[src/design/rpc_pkg.sv]
package rpc_pkg;

  localparam int unsigned RPC_ADDR_W = 8;
  localparam int unsigned RPC_DATA_W = 8;

  // Register offsets
  localparam logic [7:0] RPC_OFS_POWER_CTRL = 8'h87;
  localparam logic [7:0] RPC_OFS_MODE_CTRL = 8'h88;
  localparam logic [7:0] RPC_OFS_STATUS = 8'h89;

  // power_control_reg fields
  localparam int unsigned RPC_BIT_IDLE = 0;
  localparam int unsigned RPC_BIT_PWRDN = 1;
  localparam int unsigned RPC_BIT_GF0 = 2;
  localparam int unsigned RPC_BIT_GF1 = 3;

  // mode control fields
  localparam int unsigned RPC_BIT_ADC_IDLE = 0;
  localparam int unsigned RPC_BIT_IRQ0_EN = 1;
  localparam int unsigned RPC_BIT_IRQ1_EN = 2;

  // status fields
  localparam int unsigned RPC_BIT_ST_RESUME = 0;
  localparam int unsigned RPC_BIT_ST_CORE_RST = 1;
  localparam int unsigned RPC_BIT_ST_PD_WAKE = 2;
  localparam int unsigned RPC_BIT_ST_WDT_OUT = 3;
  localparam int unsigned RPC_BIT_ST_WARM_SEEN = 4;

  // Reset values
  localparam logic [7:0] RPC_RST_POWER_CTRL = 8'h00;
  localparam logic [7:0] RPC_RST_MODE_CTRL = 8'h00;

  // Timing, in oscillator periods (one i_clk each)
  localparam int unsigned RPC_WARM_RST_MIN_CYC = 24;
  localparam int unsigned RPC_WDT_PULSE_CYC = 96;
  localparam int unsigned RPC_CNT_W = 7;

  localparam logic [15:0] RPC_RESET_VECTOR = 16'h0000;

  typedef enum logic [3:0] {
    RPC_ST_RUN = 4'b0001,
    RPC_ST_RESUME = 4'b0010,
    RPC_ST_CORE_RST = 4'b0100,
    RPC_ST_PD_WAKE = 4'b1000
  } rpc_state_t;

endpackage

[src/design/rpc_sync.sv]
`timescale 1ns/100ps
module rpc_sync #(
  parameter int unsigned WIDTH = 1,
  parameter logic [WIDTH-1:0] INIT = '0
) (
  // Clock and reset
  input wire logic i_clk,
  input wire logic i_rst,
  // Data
  input wire logic [WIDTH-1:0] i_async,
  output logic [WIDTH-1:0] o_sync
);

  logic [WIDTH-1:0] meta_q;
  logic [WIDTH-1:0] meta_d;
  logic [WIDTH-1:0] sync_q;
  logic [WIDTH-1:0] sync_d;

  // First stage feeds only the second
  always_comb begin
    meta_d = i_rst ? INIT : i_async;
    sync_d = i_rst ? INIT : meta_q;
  end

  always_ff @(posedge i_clk) begin
    meta_q <= meta_d;
    sync_q <= sync_d;
  end

  assign o_sync = sync_q;

endmodule

[src/design/rpc_reset_idle_powerdown_ctrl.sv]
`timescale 1ns/100ps
module rpc_reset_idle_powerdown_ctrl
  import rpc_pkg::*;
#(
  parameter int unsigned WARM_RST_MIN_CYC = RPC_WARM_RST_MIN_CYC,
  parameter int unsigned WDT_PULSE_CYC = RPC_WDT_PULSE_CYC
) (
  // Clock and synchronous reset
  input wire logic i_clk,
  input wire logic i_rst,
  // External reset pin, two-way
  input wire logic i_rst_pin,
  output logic o_rst_pin_o,
  output logic o_rst_pin_oe,
  // External interrupt pins, active low
  input wire logic i_ext_irq_zero_pin_n,
  input wire logic i_ext_irq_one_pin_n,
  // Events from the core and peripherals
  input wire logic i_watchdog_timer_expire,
  input wire logic i_irq_pending,
  input wire logic i_adc_done,
  // Register port
  input wire logic [RPC_ADDR_W-1:0] i_addr,
  input wire logic [RPC_DATA_W-1:0] i_wdata,
  input wire logic i_wr,
  input wire logic i_rd,
  output logic [RPC_DATA_W-1:0] o_rdata,
  // Clock and reset controls toward the core
  output logic o_osc_en,
  output logic o_cpu_clk_en,
  output logic o_periph_clk_en,
  output logic o_state_hold,
  output logic o_cpu_rst,
  output logic [15:0] o_reset_vector,
  output logic o_ram_block
);

  localparam logic [RPC_CNT_W-1:0] WARM_LAST = RPC_CNT_W'(WARM_RST_MIN_CYC - 1);
  localparam logic [RPC_CNT_W-1:0] WDT_LAST = RPC_CNT_W'(WDT_PULSE_CYC - 1);

  function automatic logic hit(input logic [RPC_ADDR_W-1:0] a, input logic [7:0] ofs);
    hit = (a == ofs);
  endfunction

  // Pin synchronisers
  logic [2:0] pins_s;
  logic rst_pin_s;
  logic irq0_s_n;
  logic irq1_s_n;

  rpc_sync #(
    .WIDTH(3),
    .INIT(3'h6)
  ) u_pin_sync (
    .i_clk(i_clk),
    .i_rst(i_rst),
    .i_async({i_ext_irq_one_pin_n, i_ext_irq_zero_pin_n, i_rst_pin}),
    .o_sync(pins_s)
  );

  assign rst_pin_s = pins_s[0];
  assign irq0_s_n = pins_s[1];
  assign irq1_s_n = pins_s[2];

  // Mode bits and hold cleared, clock enables set, asynchronously by the reset pin
  logic idle_request_bit_q;
  logic idle_request_bit_d;
  logic powerdown_request_bit_q;
  logic powerdown_request_bit_d;
  logic osc_en_q;
  logic osc_en_d;
  logic cpu_clk_en_q;
  logic cpu_clk_en_d;
  logic periph_clk_en_q;
  logic periph_clk_en_d;
  logic hold_q;
  logic hold_d;

  // Software state
  logic general_flag_zero_q;
  logic general_flag_zero_d;
  logic general_flag_one_q;
  logic general_flag_one_d;
  logic adc_idle_q;
  logic adc_idle_d;
  logic irq0_en_q;
  logic irq0_en_d;
  logic irq1_en_q;
  logic irq1_en_d;
  logic [RPC_DATA_W-1:0] rdata_q;
  logic [RPC_DATA_W-1:0] rdata_d;

  // Reset sequencing state
  rpc_state_t state_q;
  rpc_state_t state_d;
  logic [RPC_CNT_W-1:0] warm_cnt_q;
  logic [RPC_CNT_W-1:0] warm_cnt_d;
  logic [RPC_CNT_W-1:0] wdt_cnt_q;
  logic [RPC_CNT_W-1:0] wdt_cnt_d;
  logic wdt_drive_q;
  logic wdt_drive_d;
  logic warm_seen_q;
  logic warm_seen_d;
  logic cpu_rst_q;
  logic cpu_rst_d;
  logic ram_block_q;
  logic ram_block_d;
  logic [15:0] vector_q;
  logic [15:0] vector_d;

  logic wr_power_control_reg;
  logic irq_wake;
  logic irq_pins_released;

  assign wr_power_control_reg = i_wr && hit(i_addr, RPC_OFS_POWER_CTRL);
  assign irq_wake = (irq0_en_q && !irq0_s_n) || (irq1_en_q && !irq1_s_n);
  assign irq_pins_released = (!irq0_en_q || irq0_s_n) && (!irq1_en_q || irq1_s_n);

  // Mode bits and clock gates
  always_comb begin
    idle_request_bit_d = idle_request_bit_q;
    powerdown_request_bit_d = powerdown_request_bit_q;
    if (i_rst) begin
      idle_request_bit_d = 1'b0;
      powerdown_request_bit_d = 1'b0;
    end else if (wr_power_control_reg) begin
      idle_request_bit_d = i_wdata[RPC_BIT_IDLE];
      powerdown_request_bit_d = i_wdata[RPC_BIT_PWRDN];
    end else begin
      if (idle_request_bit_q && i_irq_pending) begin
        // Core vectors to the handler and returns past the idle entry
        idle_request_bit_d = 1'b0;
      end
      if (idle_request_bit_q && adc_idle_q && i_adc_done) begin
        idle_request_bit_d = 1'b0;
      end
      if (powerdown_request_bit_q && irq_wake) begin
        // Only pins and reset leave power-down
        powerdown_request_bit_d = 1'b0;
      end
    end
    // Gates follow the next mode so entry takes effect on the writing cycle
    osc_en_d = !powerdown_request_bit_d;
    periph_clk_en_d = !powerdown_request_bit_d;
    // Core stays stopped after wake until the wake pin is released
    cpu_clk_en_d = !powerdown_request_bit_d && !idle_request_bit_d
                   && (state_d != RPC_ST_PD_WAKE);
    hold_d = powerdown_request_bit_d || (state_d == RPC_ST_PD_WAKE);
  end

  // Reset pin clears mode bits without waiting for a clock
  always_ff @(posedge i_clk or posedge i_rst_pin) begin
    if (i_rst_pin) begin
      idle_request_bit_q <= 1'b0;
      powerdown_request_bit_q <= 1'b0;
      osc_en_q <= 1'b1;
      periph_clk_en_q <= 1'b1;
      cpu_clk_en_q <= 1'b1;
      hold_q <= 1'b0;
    end else begin
      idle_request_bit_q <= idle_request_bit_d;
      powerdown_request_bit_q <= powerdown_request_bit_d;
      osc_en_q <= osc_en_d;
      periph_clk_en_q <= periph_clk_en_d;
      cpu_clk_en_q <= cpu_clk_en_d;
      hold_q <= hold_d;
    end
  end

  // Software registers
  always_comb begin
    general_flag_zero_d = general_flag_zero_q;
    general_flag_one_d = general_flag_one_q;
    adc_idle_d = adc_idle_q;
    irq0_en_d = irq0_en_q;
    irq1_en_d = irq1_en_q;
    rdata_d = '0;
    if (i_rst) begin
      general_flag_zero_d = RPC_RST_POWER_CTRL[RPC_BIT_GF0];
      general_flag_one_d = RPC_RST_POWER_CTRL[RPC_BIT_GF1];
      adc_idle_d = RPC_RST_MODE_CTRL[RPC_BIT_ADC_IDLE];
      irq0_en_d = RPC_RST_MODE_CTRL[RPC_BIT_IRQ0_EN];
      irq1_en_d = RPC_RST_MODE_CTRL[RPC_BIT_IRQ1_EN];
    end else begin
      if (wr_power_control_reg) begin
        general_flag_zero_d = i_wdata[RPC_BIT_GF0];
        general_flag_one_d = i_wdata[RPC_BIT_GF1];
      end
      if (i_wr && hit(i_addr, RPC_OFS_MODE_CTRL)) begin
        adc_idle_d = i_wdata[RPC_BIT_ADC_IDLE];
        irq0_en_d = i_wdata[RPC_BIT_IRQ0_EN];
        irq1_en_d = i_wdata[RPC_BIT_IRQ1_EN];
      end
      // Converter idle is a one-shot mode
      if (idle_request_bit_q && adc_idle_q && i_adc_done) begin
        adc_idle_d = 1'b0;
      end
      if (i_rd) begin
        if (hit(i_addr, RPC_OFS_POWER_CTRL)) begin
          rdata_d[RPC_BIT_IDLE] = idle_request_bit_q;
          rdata_d[RPC_BIT_PWRDN] = powerdown_request_bit_q;
          rdata_d[RPC_BIT_GF0] = general_flag_zero_q;
          rdata_d[RPC_BIT_GF1] = general_flag_one_q;
        end else if (hit(i_addr, RPC_OFS_MODE_CTRL)) begin
          rdata_d[RPC_BIT_ADC_IDLE] = adc_idle_q;
          rdata_d[RPC_BIT_IRQ0_EN] = irq0_en_q;
          rdata_d[RPC_BIT_IRQ1_EN] = irq1_en_q;
        end else if (hit(i_addr, RPC_OFS_STATUS)) begin
          rdata_d[RPC_BIT_ST_RESUME] = (state_q == RPC_ST_RESUME);
          rdata_d[RPC_BIT_ST_CORE_RST] = (state_q == RPC_ST_CORE_RST);
          rdata_d[RPC_BIT_ST_PD_WAKE] = (state_q == RPC_ST_PD_WAKE);
          rdata_d[RPC_BIT_ST_WDT_OUT] = wdt_drive_q;
          rdata_d[RPC_BIT_ST_WARM_SEEN] = warm_seen_q;
        end
      end
    end
  end

  always_ff @(posedge i_clk) begin
    general_flag_zero_q <= general_flag_zero_d;
    general_flag_one_q <= general_flag_one_d;
    adc_idle_q <= adc_idle_d;
    irq0_en_q <= irq0_en_d;
    irq1_en_q <= irq1_en_d;
    rdata_q <= rdata_d;
  end

  // Watchdog reset pulse driven out on the pin
  always_comb begin
    wdt_drive_d = wdt_drive_q;
    wdt_cnt_d = wdt_cnt_q;
    if (i_rst) begin
      wdt_drive_d = 1'b0;
      wdt_cnt_d = '0;
    end else if (wdt_drive_q) begin
      if (wdt_cnt_q == WDT_LAST) begin
        wdt_drive_d = 1'b0;
        wdt_cnt_d = '0;
      end else begin
        wdt_cnt_d = wdt_cnt_q + 1'b1;
      end
    end else if (i_watchdog_timer_expire) begin
      wdt_drive_d = 1'b1;
      wdt_cnt_d = '0;
    end
  end

  always_ff @(posedge i_clk) begin
    wdt_drive_q <= wdt_drive_d;
    wdt_cnt_q <= wdt_cnt_d;
  end

  // Reset sequencing: short resume window, then core reset
  always_comb begin
    state_d = state_q;
    warm_cnt_d = warm_cnt_q;
    warm_seen_d = warm_seen_q;
    cpu_rst_d = cpu_rst_q;
    ram_block_d = ram_block_q;
    vector_d = vector_q;
    if (i_rst) begin
      state_d = RPC_ST_CORE_RST;
      warm_cnt_d = '0;
      warm_seen_d = 1'b0;
      cpu_rst_d = 1'b1;
      ram_block_d = 1'b0;
      vector_d = RPC_RESET_VECTOR;
    end else begin
      case (state_q)
        RPC_ST_RUN: begin
          warm_cnt_d = '0;
          if (rst_pin_s) begin
            // Core keeps running until the pulse proves valid
            state_d = RPC_ST_RESUME;
            ram_block_d = 1'b1;
          end else if (powerdown_request_bit_q && irq_wake) begin
            state_d = RPC_ST_PD_WAKE;
          end
        end
        RPC_ST_RESUME: begin
          if (!rst_pin_s) begin
            // Too short: not a reset, core carries on
            state_d = RPC_ST_RUN;
            ram_block_d = 1'b0;
          end else if (warm_cnt_q == WARM_LAST) begin
            state_d = RPC_ST_CORE_RST;
            warm_seen_d = 1'b1;
            cpu_rst_d = 1'b1;
            ram_block_d = 1'b0;
            vector_d = RPC_RESET_VECTOR;
          end else begin
            warm_cnt_d = warm_cnt_q + 1'b1;
          end
        end
        RPC_ST_CORE_RST: begin
          warm_cnt_d = '0;
          if (!rst_pin_s) begin
            state_d = RPC_ST_RUN;
            cpu_rst_d = 1'b0;
          end
        end
        RPC_ST_PD_WAKE: begin
          if (rst_pin_s) begin
            state_d = RPC_ST_RESUME;
            ram_block_d = 1'b1;
          end else if (irq_pins_released) begin
            // Oscillator settles while the pin is held
            state_d = RPC_ST_RUN;
          end
        end
        default: begin
          state_d = RPC_ST_CORE_RST;
          cpu_rst_d = 1'b1;
          ram_block_d = 1'b0;
        end
      endcase
    end
  end

  always_ff @(posedge i_clk) begin
    state_q <= state_d;
    warm_cnt_q <= warm_cnt_d;
    warm_seen_q <= warm_seen_d;
    cpu_rst_q <= cpu_rst_d;
    ram_block_q <= ram_block_d;
    vector_q <= vector_d;
  end

  assign o_rst_pin_o = wdt_drive_q;
  assign o_rst_pin_oe = wdt_drive_q;
  assign o_rdata = rdata_q;
  assign o_osc_en = osc_en_q;
  assign o_cpu_clk_en = cpu_clk_en_q;
  assign o_periph_clk_en = periph_clk_en_q;
  assign o_state_hold = hold_q;
  assign o_cpu_rst = cpu_rst_q;
  assign o_reset_vector = vector_q;
  assign o_ram_block = ram_block_q;

endmodule

[config.mk]
export PLATFORM = sky130hd
export DESIGN_NAME = rpc_reset_idle_powerdown_ctrl
export DESIGN_NICKNAME = d
export VERILOG_FILES = /design/src/design/rpc_pkg.sv /design/src/design/rpc_sync.sv /design/src/design/rpc_reset_idle_powerdown_ctrl.sv
export SDC_FILE = /design/constraint.sdc
export NUM_CORES = 1
export LEC_CHECK = 0
export BUFFER_PORTS_ARGS = -buffer_cell sky130_fd_sc_hd__buf_2
export CAP_MARGIN = 15
export CELL_PAD_IN_SITES_DETAIL_PLACEMENT = 0
export CELL_PAD_IN_SITES_GLOBAL_PLACEMENT = 1
export CORE_ASPECT_RATIO = 0.8
export CORE_MARGIN = 8
export CORE_UTILIZATION = 30
export DETAILED_ROUTE_END_ITERATION = 12
export PLACE_DENSITY_LB_ADDON = 0.08
export SYNTH_ARGS = -nofsm -noshare
export SYNTH_HDL_FRONTEND = slang
export SYNTH_SLANG_ARGS = --single-unit
[constraint.sdc]
create_clock -name i_clk -period 2.4 [get_ports i_clk]
set_input_delay 0.48 -clock i_clk [delete_from_list [all_inputs] [get_ports i_clk]]
set_output_delay 0.48 -clock i_clk [all_outputs]
set_load 0.05 [all_outputs]
### After elaboration in Yosys (flattened, before gate mapping)

Cells that the tools add are included.
W data, S select, Z words.

| operators by class | value |
|---|---|
| bitwise gates (word level) | 4 |
| add/sub/neg operators | 2 |
| equal/unequal tests | 17 |
| multiplexer cells | 37 |
| reductions and logical operators | 32 |

Operators with widths:

| operator | number |
|---|---|
| $mux W4 | 10 |
| $mux W7 | 5 |
| $eq A8 B8 Y1 const B | 3 |
| $mux W1 | 17 |
| $pmux W4 S4 | 1 |
| $add A7 B1 Y7 const B | 2 |
| $pmux W7 S2 | 1 |
| $logic_and A1 B1 Y1 | 11 |
| $reduce_and A3 Y1 | 3 |
| $eq A4 B4 Y1 const B | 2 |
| $reduce_or A2 Y1 | 4 |
| $eq A7 B5 Y1 const B | 1 |
| $eq A7 B7 Y1 const B | 1 |
| $logic_not A1 Y1 | 6 |
| $ne A2 B1 Y1 const B | 3 |
| $pmux W1 S3 | 2 |
| $reduce_or A5 Y1 | 1 |
| $eq A4 B1 Y1 const B | 1 |
| $eq A4 B2 Y1 const B | 1 |
| $eq A4 B3 Y1 const B | 1 |
| $logic_or A1 B1 Y1 | 4 |
| $ne A2 B2 Y1 const B | 2 |
| $ne A4 B4 Y1 const B | 1 |
| $not A1 Y1 | 4 |
| other kinds (4) | 5 |

| storage, ports and cells | value |
|---|---|
| logic and storage cells | 113 |
| flip-flop bits (word level) | 43 |
| output and inout bits | 32 |

### Logic depth before layout (Yosys ltp)

Gate-level depths: netlist of the first run.

| logic depth | value |
|---|---|
| depth after elaboration | 10 |
| depth in mapped cells | 7 |
| gate-level depth less buffers | 6 |

### Cells and area by module

From an unflattened synthesis of the first run, not the netlist that was laid out.

| second synthesis, totals | value |
|---|---|
| cell total of the unflattened synthesis | 235 |
| area total of the unflattened synthesis | 2123.3 um^2 |

Modules (own cells, without submodules):

| module | times used | cells each | area each (um^2) |
|---|---|---|---|
| rpc_reset_idle_powerdown_ctrl | 1 | 223 | 1965.6 |
| rpc_sync | 1 | 12 | 157.7 |

### Least setup slack after synthesis of the first run

OpenSTA, ideal clock, no wires.

| path | value |
|---|---|
| kind | input-to-reg |
| start point | in i_addr[5] |
| end point | reg cpu_clk_en_q (netlist: o_cpu_clk_en) |
| arrival time | 1.736 ns |
| cell stages on the path | 6 |
| slack | 0.579 ns |
| buffers on the path | 0 |
| cells stage by stage | nor4b_4 nand4_1 or2_2 a21o_1 inv_1 nor3_1 |

| on the way | value |
|---|---|
| longest elaborated chain between the ends | 7 |
| elaborated cells on any way between the ends | 10 |
| classes of those cells | eq/ne (1); mux (4); reduce/logical (5) |

Ends and longest elaborated chain:

| item | line | source |
|---|---|---|
| start, declared | rpc_reset_idle_powerdown_ctrl.sv:23 | `input wire logic [RPC_ADDR_W-1:0] i_addr,` |
| $eq A8 B8 Y1 | rpc_reset_idle_powerdown_ctrl.sv:42 | `hit = (a == ofs);` |
| $logic_and A1 B1 Y1 | rpc_reset_idle_powerdown_ctrl.sv:115 | `assign wr_power_control_reg = i_wr && hit(i_addr, RPC_OFS_POWER_CTRL);` |
| $mux W1 | rpc_reset_idle_powerdown_ctrl.sv:126 | `end else if (wr_power_control_reg) begin` |
| $mux W1 | rpc_reset_idle_powerdown_ctrl.sv:123 | `if (i_rst) begin` |
| $logic_not A1 Y1 | n/a |  |
| named net osc_en_d | rpc_reset_idle_powerdown_ctrl.sv:71 | `logic osc_en_d;` |
| $logic_and A1 B1 Y1 | rpc_reset_idle_powerdown_ctrl.sv:146 | `cpu_clk_en_d = !powerdown_request_bit_d && !idle_request_bit_d` |
| $logic_and A1 B1 Y1 | rpc_reset_idle_powerdown_ctrl.sv:147 | `&& (state_d != RPC_ST_PD_WAKE);` |
| named net cpu_clk_en_d | rpc_reset_idle_powerdown_ctrl.sv:73 | `logic cpu_clk_en_d;` |
| end signal, assigned | rpc_reset_idle_powerdown_ctrl.sv:165 | `cpu_clk_en_q <= cpu_clk_en_d;` |
| end, declared | rpc_reset_idle_powerdown_ctrl.sv:72 | `logic cpu_clk_en_q;` |

The timed path passes the listed nets, and every way through them passes these cells.
A chain may end at the register's enable or synchronous reset.

### Worst setup path in the final report of the first run

| path | value |
|---|---|
| start point | reg state_q[0] |
| end point | reg hold_q (netlist: o_state_hold) |

| on the way | value |
|---|---|
| elaborated cells on any way between the ends | 15 |
| classes of those cells | eq/ne (5); mux (9); reduce/logical (1) |

RTL lines:

| item | line | source |
|---|---|---|
| start, declared | rpc_reset_idle_powerdown_ctrl.sv:94 | `rpc_state_t state_q;` |
| start signal, assigned | rpc_reset_idle_powerdown_ctrl.sv:321 | `state_q <= state_d;` |
| $eq A4 B4 Y1 (tied with other cells) | rpc_reset_idle_powerdown_ctrl.sv:269 | `case (state_q)` |
| $pmux W4 S4 (*) | rpc_reset_idle_powerdown_ctrl.sv:269 |  |
| $mux W4 (*) | rpc_reset_idle_powerdown_ctrl.sv:261 | `if (i_rst) begin` |
| named net state_d[3] | rpc_reset_idle_powerdown_ctrl.sv:95 | `rpc_state_t state_d;` |
| $eq A4 B4 Y1 (*) | rpc_reset_idle_powerdown_ctrl.sv:148 | `hold_d = powerdown_request_bit_d \|\| (state_d == RPC_ST_PD_WAKE);` |
| $logic_or A1 B1 Y1 (*) | rpc_reset_idle_powerdown_ctrl.sv:148 |  |
| named net hold_d | rpc_reset_idle_powerdown_ctrl.sv:77 | `logic hold_d;` |
| end signal, assigned | rpc_reset_idle_powerdown_ctrl.sv:166 | `hold_q <= hold_d;` |
| end, declared | rpc_reset_idle_powerdown_ctrl.sv:76 | `logic hold_q;` |

The timed path passes the listed nets; every way through them passes the cells marked *.

==> run summary, run 1 <==
The run finished with clean final reports. For this design, the slowest cell found on the critical path is sky130_fd_sc_hd__or4b_4. Number of global-route vias before repair: 1706.

The main flop type after synthesis was sky130_fd_sc_hd__dfxtp_1. The worst-case IR drop observed on VDD is 0.255 mV. In the layout the commonest cells are 38 x sky130_fd_sc_hd__dfxtp_1, 34 x sky130_fd_sc_hd__buf_2, 33 x sky130_fd_sc_hd__nor2_1, 19 x sky130_fd_sc_hd__conb_1, 12 x sky130_fd_sc_hd__nor3_1. Yosys attributes the largest share of cell area to sky130_fd_sc_hd__dfxtp_1 36%, sky130_fd_sc_hd__buf_4 7.4%, sky130_fd_sc_hd__nor2_1 5.8%.

For the final database, setup skew stands at 0.00493 ns. The repair_antennas step left the layout with diodes totalling 0. With fillers left out, the area of the finished cells amounts to 2400 um^2.

The share of the core filled with cells was 34.8%; the share of post-route cells with drive strength above 1 was 20.7%. For the worst slew margin relative to its limit, the log shows 65.6%. The tools report the number of hold buffers added after cts as 0. The largest fanout on the critical path is 10, and the final non-filler cell total is 362. Detailed placement finished with a half-perimeter wire length of 3770 um. The pin count of the biggest net entering global routing came out at 16.

In the post-route analysis, the smallest setup slack over all paths is 0.503 ns. Across all layers, the routed design uses 1659 vias. The number of slew-limit violations in the final report is 0. Synthesis inferred 43 register bits. The leakage power total was 1.03 nW; the worst-case reg-to-reg path depth was 4. Hold timing on the final database bottoms out at a slack of 0.0910 ns. Setup repair after global routing left no endpoint under its margin.

For this run, the detailed router's first-pass iteration total came to 4. The first global-routing pass estimated 8360 um of wire. After clock tree synthesis, the clock-pin slew on the worst setup and hold paths is 0.08 ns. The run gives 0 as the number of antenna violations at the first check in global routing. In this run the tool buffered the top-level ports with 34 buffer cells. The post-synthesis async set-or-reset flop share was 11.6%; the number of design rule violations left after detail routing was 0. After synthesis the cells add up to 2130 um^2. For this run, the register share of the synthesized area comes to 41.7%. The die extent in y was 91.4 um. The sum of negative setup slack was 0 ns; the sum of internal, switching and leakage power was 1.59 mW.

For this configuration, the core starts out at a cell density of 30.9%. The critical path is of the reg -> reg type. The share of synthesized area in the top cell type comes to 35.7%. In this run, the number of DRC markers left after iteration 0 of detailed routing was 85.

Using the TritonRoute via totals, the vias-per-cell ratio works out to 4.58. Counting I/O delays and the setup requirement, the final critical path takes 1.90 ns. The initialized floorplan defines 27 standard-cell rows. The count of nets left with antenna violations once routing finished came out at 0.

The placed instances occupy a cell area of 2280 um^2. Once the clock tree was built, the setup fixing pass inserted 0 buffers. Number of failing hold endpoints at the final stage: 0. The capturing element type of the critical path was a flip-flop.

The synthesis-to-finish area growth is 12.6%. The worst setup slack for register-to-register paths was 0.50 ns; the slew of the pin with the lowest slew margin was 0.509 ns. Dividing total power by cell area gives a power density of 664 nW/um^2.

The type of element launching the critical path was a flip-flop. The number of nets at the end of the flow was 302. The number of ports placed on the die boundary was 58. Including well taps, the total number of placed cells is 354. For the number of distinct library cells after synthesis, the log shows 49.

For the worst setup path, the data required time is 2.63 ns. Setup violations remaining at the end of the flow were counted as 0. Static timing analysis puts the maximum clock frequency at 527 MHz.

The tools report the total global routing overflow as 0. The most frequent standard cell in the layout excluding fill and tap cells is sky130_fd_sc_hd__dfxtp_1. Data arrives at the worst endpoint at 2.13 ns. TritonCTS built the clock tree. After technology mapping, the gate count stands at 244. The type of the worst min-delay path was in -> async. Global routing used 10.3% of the available tracks across all layers.

Max-cap violations in this run came to 0. Yosys printed 0 warnings. At the end of routability-driven placement, the weighted congestion stood at 0.738. The cell sitting at the root of the clock tree is a sky130_fd_sc_hd__clkbuf_8. The clock net in this run drives a total of 43 sinks. The deepest clock path buffer count was 2.

The synthesized area per cell was 8.74 um^2. Traced cell by cell, the critical path runs through or4b_4 -> a211o_1 -> a211oi_2 -> nand2b_1. The number of buffers inserted during clock tree synthesis is 5. The cell taking the most area after synthesis is sky130_fd_sc_hd__dfxtp_1.

At the placement stage, the worst setup path has a slack of 0.303 ns. For this run, the slowest stage of the critical path takes 0.61 ns. In this run the number of cells on the critical path is 4. The floorplan step defined a core boundary enclosing 6890 um^2. The number of buffers and inverters on the critical path is 0. Clock latency of the later-clocked register in the worst-skew pair: 0.29 ns. The die width was 110 um. Summed over all layers, the routed wires come to 4960 um. After detailed routing, the average wire length per cell comes to 13.7 um.

The die covers 10100 um^2. Gates resized during post-CTS repair numbered 0. The portion of the clock cycle consumed by the worst path in the final layout was 79.0%; the number of flops mapped to enable cells by yosys was 0. The clock tree synthesis step divided the H-tree into 2 levels. The kind of cell adding the most delay to the critical path was simple AND/OR/NAND/NOR gates.
-- final cells by class --
type	instances	area [um^2]
flip-flops and latches	43	888
multi-input cells	179	1060
well taps	87	109
repair buffers	37	193
clock buffers	6	82.6
fillers	736	4490
clock inverters	2	35.0
inverters	8	30.0
-- path summary, 6_finish.rpt --
check                                startpoint                    to
max in group asynchronous             i_rst_pin          o_cpu_clk_en
min in group i_clk          i_ext_irq_one_pin_n  u_pin_sync.meta_q[2]
min                                   i_rst_pin          o_state_hold
min reg2reg                u_pin_sync.meta_q[1]  u_pin_sync.o_sync[1]
max reg2reg                          state_q[0]          o_state_hold
max                                  state_q[0]          o_state_hold
-- synthesized netlist by cell type, types with 5 or more instances --
cell and instances:
sky130_fd_sc_hd__a21o_1 5, sky130_fd_sc_hd__nor2_1 33, sky130_fd_sc_hd__mux2i_1 7, sky130_fd_sc_hd__a21oi_1 11
sky130_fd_sc_hd__clkbuf_1 5, sky130_fd_sc_hd__nand4_1 5, sky130_fd_sc_hd__nand3_1 6, sky130_fd_sc_hd__o21ai_0 8
sky130_fd_sc_hd__or2_2 6, sky130_fd_sc_hd__inv_1 8, sky130_fd_sc_hd__nand2_1 11, sky130_fd_sc_hd__buf_4 21
sky130_fd_sc_hd__dfxtp_1 38, sky130_fd_sc_hd__nor3_1 12
-- flip-flops by register name, summed over array words and instances (netlist names), 3 cells and up --
signal / count
u_pin_sync.o_sync: 3
wdt_cnt_q: 7
warm_cnt_q: 7
u_pin_sync.meta_q: 3
o_rdata: 5
state_q: 4
-- report_power, final --
group / leakage [nW] / internal [mW] / switching [mW]
Combinational: 0.597 / 0.0662 / 0.174
Clock: 0.0612 / 0.337 / 0.253
Sequential: 0.372 / 0.734 / 0.0299
-- cells by family after synthesis --
| kind of cell | count (synthesis) | share of synthesized area [%] |
|---|---|---|
| AOI/OAI and AO/OA | 42 | 13.0 |
| xor gates and xnor gates | 8 | 3.29 |
| adders and majority gates | 2 | 1.17 |
| buffers and inverters | 40 | 11.6 |
| DFF | 43 | 41.7 |
| muxes | 7 | 3.29 |
| other | 1 | 0.176 |
| and+or+nand+nor | 101 | 25.8 |
-- per-layer routing --
| layer | vias to the layer above | part of all wire, % | global-route usage (%) |
|---|---|---|---|
| li1 | 863 | - | - |
| met1 | 739 | 55 | 15.4 |
| met2 | 49 | 35 | 13.1 |
| met3 | 8 | 7.7 | 3.32 |
| met4 | 0 | 1.3 | 3.65 |
| met5 | - | 0 | 0 |
Note: power is estimated with default switching activity, not from simulation.
==> run 2: changes to the inputs <==
==> constraint.sdc (replaced) <==
create_clock -name i_clk -period 1.9 [get_ports i_clk]
set_input_delay 0.38 -clock i_clk [delete_from_list [all_inputs] [get_ports i_clk]]
set_output_delay 0.38 -clock i_clk [all_outputs]
set_load 0.05 [all_outputs]
==> run summary, run 2 (synthesis gave the netlist of run 1 again) <==
Measured in cells, the most critical reg-to-reg path has a length of 4. Entering global routing, the biggest net connects 16 pins. Adding up every negative setup slack in the final design gives 0 ns. TritonCTS created 5 clock buffers.

The wire-length estimate of the detail-placed layout is 3850 um. The aggregate routed wire length was 5030 um. The top cell types in the final layout, fill and taps aside, are 38 x sky130_fd_sc_hd__dfxtp_1, 34 x sky130_fd_sc_hd__buf_2, 33 x sky130_fd_sc_hd__nor2_1, 19 x sky130_fd_sc_hd__conb_1, 14 x sky130_fd_sc_hd__buf_4. The synthesis-to-finish area growth is 16.4%. The final weighted congestion in routability-driven placement is 0.769, and the count of maximum capacitance violations is 0.

Portion of the clock cycle consumed by the worst path in the final layout: 96.3%. Routed signal wires occupy layers up through met4. For this design the top-level I/O count stands at 58. Dividing total power by cell area gives a power density of 765 nW/um^2. The flow ran to the end, and the final reports show no timing, DRC or antenna violations.

After detailed routing, the number of remaining DRC violations is 0. The clock net in this run drives a total of 43 sinks. The total overflow left after global routing is 0. Wire segments on met2 add up to 1850 um in the final route. The wire length of the first global-routing pass is 7960 um.

The critical path class was reg -> reg. The number of antenna diodes in the final layout is 0. The maximum clock frequency came out at 546 MHz.

The first routing iteration left 45 violations. Measured along the x axis, the die boundary spans 110 um. The arrival time reported for the critical path endpoint was 2.07 ns. The total area inside the core boundary comes to 6890 um^2. Clock-pin slew was measured on the worst setup and hold paths at 0.08 ns. The number of failing hold endpoints at the final stage was 0; the die area was 10100 um^2. For the H-tree depth reported by CTS, the log shows 2. Global routing used 10.0% of the available tracks across all layers.

Of all nets on the critical path, the largest fanout is 6. Counting along the longest clock path gives a buffer depth of 2. The run gives 27 as the row count. The detail-routed net length per standard cell is 13.4 um, and the clock latency of the later-clocked register in the worst-skew pair is 0.30 ns.

The library cell used most frequently in the layout, excluding fill and tap cells, is sky130_fd_sc_hd__dfxtp_1. The tools report the final setup violation count as 0. At the pin with the least slew margin, the transition time is 0.509 ns.

The final clock skew was 0.00714 ns. Before CTS, the worst setup slack after placement is 0.0253 ns. The number of slew-limit violations in the final report was 0.

The first detailed-routing pass ran for 4 iterations. TritonCTS built the clock tree. Once layout is complete, the utilization of the core stands at 36.0%.

During placement, the flow inserted port buffers numbering 34. The smallest clock period supported by the final layout is computed as 1.83 ns. The path class of the tightest hold or removal check is in -> reg. After the flow finishes, the layout carries non-filler instances totaling 374. The logs give 0 for the number of antenna violations at the first check in global routing and 0.318 mV for the worst ir drop on vdd. The tree is rooted in a sky130_fd_sc_hd__clkbuf_8. The run gives 1658 as the number of global-route vias before repair. The post-detailed-route count of antenna-violating nets came out at 0. The met3 wirelength from detailed routing was 350 um. The worst setup path is launched from a flip-flop. The tools report the capturing element type of the critical path as a flip-flop.

The tools report the total number of vias as 1699. Fill cells in the final layout number 738. Headroom to the max-slew limit came out at 65.9%.

Setup repair after global routing left no endpoint under its margin. Leakage power total: 1.08 nW. The count of cells along the worst hold path was 2; the initial core utilization was 30.9%.

The mean number of vias per cell is 4.54. Count of buffers added by post-CTS timing repair for setup: 0. Required time of the worst setup path: 2.14 ns. The share of post-route cells with drive strength above 1 is 23.7%. The logs give 0.0702 ns for the worst setup margin and 365 for the placed instance count. The net count of the finished layout is 314. The die extent in y came out at 91.4 um.

The wire length on met1 was 2790 um.
[run 2: final timing paths]
kind	startpoint	to	slack [ns]
max in group asynchronous	i_rst_pin	o_periph_clk_en	1.09
min in group asynchronous	i_rst_pin	o_state_hold	0.54
min	i_ext_irq_one_pin_n	u_pin_sync.meta_q[2]	0.26
max	state_q[0]	o_state_hold	0.07
max reg2reg	state_q[0]	o_state_hold	0.07
min reg2reg	u_pin_sync.meta_q[2]	u_pin_sync.o_sync[2]	0.41
[run 2: where the power goes]
part | switching (mW) | internal [mW] | total, mW
Sequential | 0.0247 | 0.928 | 0.952
Clock | 0.310 | 0.294 | 0.604
Combinational | 0.240 | 0.103 | 0.343
[run 2: area by class of cell]
class / count / area [um^2] / area share [%]
multi-input cells: 179 / 1080 / 43.4
well taps: 87 / 109 / 4.39
clock buffers: 7 / 86.3 / 3.48
clock inverters: 1 / 5.00 / 0.202
inverters: 8 / 30.0 / 1.21
flip-flops and latches: 43 / 888 / 35.8
repair buffers: 49 / 285 / 11.5
[run 2: metrics by stage]
stage                     hold WS (ns)  area [um^2]  power (mW)
after CTS                        0.257         2470        1.92
after global placement           0.309         2370        1.31
final                            0.263         2480        1.90
after global routing             0.240         2480        2.00
after detailed placement         0.315         2370        1.31
after floorplan                  0.166         2200        1.27
[run 2: timing repair]
item	in CTS	in global routing
hold buffers	1	0
hold endpoints to repair	3	0
setup endpoints to repair	0	2
gates resized for setup	0	2
[run 2: metal layers]
layer / GRT usage (%) / up-vias
met5: 0 / -
met4: 2.99 / 0
met1: 14.6 / 763
met3: 4.10 / 2
met2: 12.8 / 46
li1: - / 888
[run 2: worst max-delay path: stages, from the launching register on]
cell and delay [ns]:
sky130_fd_sc_hd__dfxtp_1 0.36, sky130_fd_sc_hd__or4b_4 0.59, sky130_fd_sc_hd__a211o_1 0.38, sky130_fd_sc_hd__a211oi_4 0.30, sky130_fd_sc_hd__nand2b_1 0.15
==> run 3: changes to the inputs <==
--- a/config.mk
+++ b/config.mk
@@ -14,6 +14,7 @@
 export CORE_UTILIZATION = 30
 export DETAILED_ROUTE_END_ITERATION = 12
 export PLACE_DENSITY_LB_ADDON = 0.08
+export RECOVER_POWER = 100
 export SYNTH_ARGS = -nofsm -noshare
 export SYNTH_HDL_FRONTEND = slang
 export SYNTH_SLANG_ARGS = --single-unit
==> run summary, run 3 (synthesis gave the netlist of run 1 again) <==
The run finished with clean final reports. IR analysis of the VDD net gives a maximum drop of 0.316 mV. In this run, placement finished with an instance count of 365. For the pin with the worst max-slew slack, the measured transition is 0.719 ns. The switching fraction of total power is 30.2%, and the sum of negative setup slack is 0 ns. The beginning of the worst register-to-register path was state_q[0]. The number of DRC markers after the initial detailed-route iteration is 47, and the row count is 27. The run gives 0.769 as the final weighted congestion in routability-driven placement. In this run the worst hold path is classified as in -> reg.

Largest fanout on the critical path: 6. CTS placed an instance of sky130_fd_sc_hd__clkbuf_8 at the clock tree root. Of the total power, the clock network draws 31.8%. The combinational share of power is 17.7%, and the mean number of vias per cell is 4.56. For the die area, the log shows 10100 um^2. Required time of the worst setup path: 2.14 ns. The logs give 0 for the number of design rule violations left after detail routing and 1.32 mW for the cell-internal power. Worst setup slack for register-to-register paths: 0.07 ns.

Subtracting the final worst setup slack from the clock period gives 1.83 ns. Derived from the worst setup path, the maximum achievable clock frequency is 547 MHz. In this run the power density over the cells is 775 nW/um^2. The worst register-to-register path ends at o_state_hold. The library cells used most frequently in the layout, excluding fill and tap cells, are 38 x sky130_fd_sc_hd__dfxtp_1, 33 x sky130_fd_sc_hd__nor2_1, 19 x sky130_fd_sc_hd__conb_1, 19 x sky130_fd_sc_hd__buf_2, 17 x sky130_fd_sc_hd__clkbuf_1. OpenSTA, run right after detailed placement, puts the worst setup slack at 0.0253 ns. The most frequent standard cell in the layout excluding fill and tap cells is sky130_fd_sc_hd__dfxtp_1. The tools report the number of detailed-route iterations in the first pass as 4.

The pin count of the biggest net entering global routing is 16, and the number of slew-limit violations in the final report is 0. The number of failing hold endpoints at the final stage was 0; the floorplan core area was 6890 um^2. The run gives 0 as the antenna diode instance count. The initial core utilization was 30.9%.

The run gives 3850 um as the half-perimeter wire length after placement. The clock sink total is 43. In the post-route analysis, the smallest setup slack over all paths is 0.0705 ns. Registers take 888 um^2. The total number of vias was 1706. The startpoint of the tightest hold check path was i_ext_irq_one_pin_n.

The logs give 2.07 ns for the arrival time reported for the critical path endpoint and 1.02 nW for the leakage power total. Global routing consumed, over all layers together, 10.0% of the routing resources. Counting both buffers and inverters, the worst setup path holds a total of 0.

The die is 110 um wide. For the share of the core filled with cells, the log shows 35.4%. The wire length of the first global-routing pass was 7960 um. STA classifies the critical path startpoint as a flip-flop. Counting the fill cells in the layout gives 740. After clock tree synthesis, the clock-pin slew on the worst setup and hold paths is 0.08 ns. The number of antenna violations at the first check in global routing is 0.

For the number of global-route vias before repair, the log shows 1658. For this design the top-level I/O count stands at 58. The largest incremental delay on the critical path was 0.59 ns. TritonCTS built the clock tree. The die is 91.4 um tall. For the deepest clock path buffer count, the log shows 2. The endpoint of the worst hold-timing path was u_pin_sync.meta_q[2]. Summed over all layers, the global routing overflow is 0. After routing the design area is 2440 um^2. The run gives 0.571 mW as the net switching power.

Among all stages on the critical path, the largest delay is contributed by sky130_fd_sc_hd__or4b_4. The worst setup path is of the reg -> reg kind. Setup violations remaining at the end of the flow were counted as 0. Port buffering added 34 buffers.

The tools report the number of buffers inserted during clock tree synthesis as 5. Counting cells, the worst reg-to-reg path comes to 4. After detailed routing, the average wire length per cell comes to 13.4 um. The count of maximum capacitance violations is 0, and the synthesis-to-finish area growth is 14.4%. The count of buffers added by post-CTS timing repair for setup came out at 0.

In the finished design, the share of the clock period the worst path needs comes to 96.3%. For this run, the number of standard cells in the final layout without fillers is 374. Walking the worst path, the cells encountered are or4b_4 -> a211o_1 -> a211oi_4 -> nand2b_1. Clock latency on the worst-skew pair, taken at its later pin, is 0.30 ns.

The capturing element type of the critical path is a flip-flop. The final layout contains 314 nets. The share of post-route cells with drive strength above 1 is 17.8%.

Setup repair after global routing left no endpoint under its margin. The detail route stage leaves a number of antenna-violating nets equal to 0. In this run the cell area measured after placement is 2370 um^2. Final clock skew: 0.00575 ns. The H-tree was split into 2 levels. Per report_power, the sequential group accounts for 50.4% of the total.

The worst slew margin relative to its limit is 52.1%, and the aggregate routed wire length is 5020 um. The worst hold path was traced through 2 stages. On the critical path the largest part of the delay comes from simple AND/OR/NAND/NOR gates.

The area of combinational cells with multiple inputs came out at 1060 um^2.
## run 3: cell types whose count changed in the layout (fill, tap and decap cells not counted), sizes merged
cell / previous run / this run
buf: 48 / 29
clkbuf: 7 / 26
## run 3: worst register-to-register path, cell delays in order, from the launching register on
cell,delay (ns)
sky130_fd_sc_hd__dfxtp_1,0.36
sky130_fd_sc_hd__or4b_4,0.59
sky130_fd_sc_hd__a211o_1,0.38
sky130_fd_sc_hd__a211oi_4,0.30
sky130_fd_sc_hd__nand2b_1,0.15
## run 3: worst max path at each step
stage / start / to / slack (ns) / cells after the start
finish: state_q[0] / o_state_hold / 0.07 / 4
global route: warm_cnt_q[0] / warm_cnt_q[5] / 0.01 / 6
CTS: state_q[0] / o_state_hold / 0.05 / 4
detailed placement: i_addr[1] / adc_idle_q / 0.03 / 6
global placement: i_addr[1] / adc_idle_q / 0.04 / 6
floorplan: state_q[0] / warm_cnt_q[2] / 0.17 / 7
## run 3: layout make-up
| class | count | share of cell area, % |
|---|---|---|
| inverter | 8 | 1.23 |
| clock inverter | 1 | 0.205 |
| clock buffer | 7 | 3.54 |
| timing repair buffer | 49 | 10.6 |
| multi-input combinational | 179 | 43.6 |
| tap | 87 | 4.46 |
| sequential | 43 | 36.4 |
## run 3: repair_timing
item                                   CTS  global route
gates resized for setup                  0             2
endpoints found under the hold margin    3             0
setup endpoints to repair                0             2
hold buffers                             1             0
## run 3: stage by stage
stage / power [mW] / hold WS, ns
after floorplan: 1.27 / 0.166
after global placement: 1.31 / 0.309
after detailed placement: 1.31 / 0.315
after CTS: 1.92 / 0.257
after global routing: 1.99 / 0.240
final: 1.89 / 0.263
## run 3: per-layer routing
layer	up-vias	track usage, %	share of wire (%)
li1	890	-	-
met1	768	14.6	55
met2	46	12.8	37
met3	2	4.10	7.1
met4	0	2.99	0.76
met5	-	0	0
## run 3: power groups by stage
stage                     combinational, mW  sequential (mW)  clock [mW]
after floorplan                       0.282            0.984           0
after global placement                0.339            0.974           0
after detailed placement              0.337            0.973           0
after CTS                             0.340            0.952       0.625
after global routing                  0.365            0.956       0.669
final                                 0.335            0.952       0.602
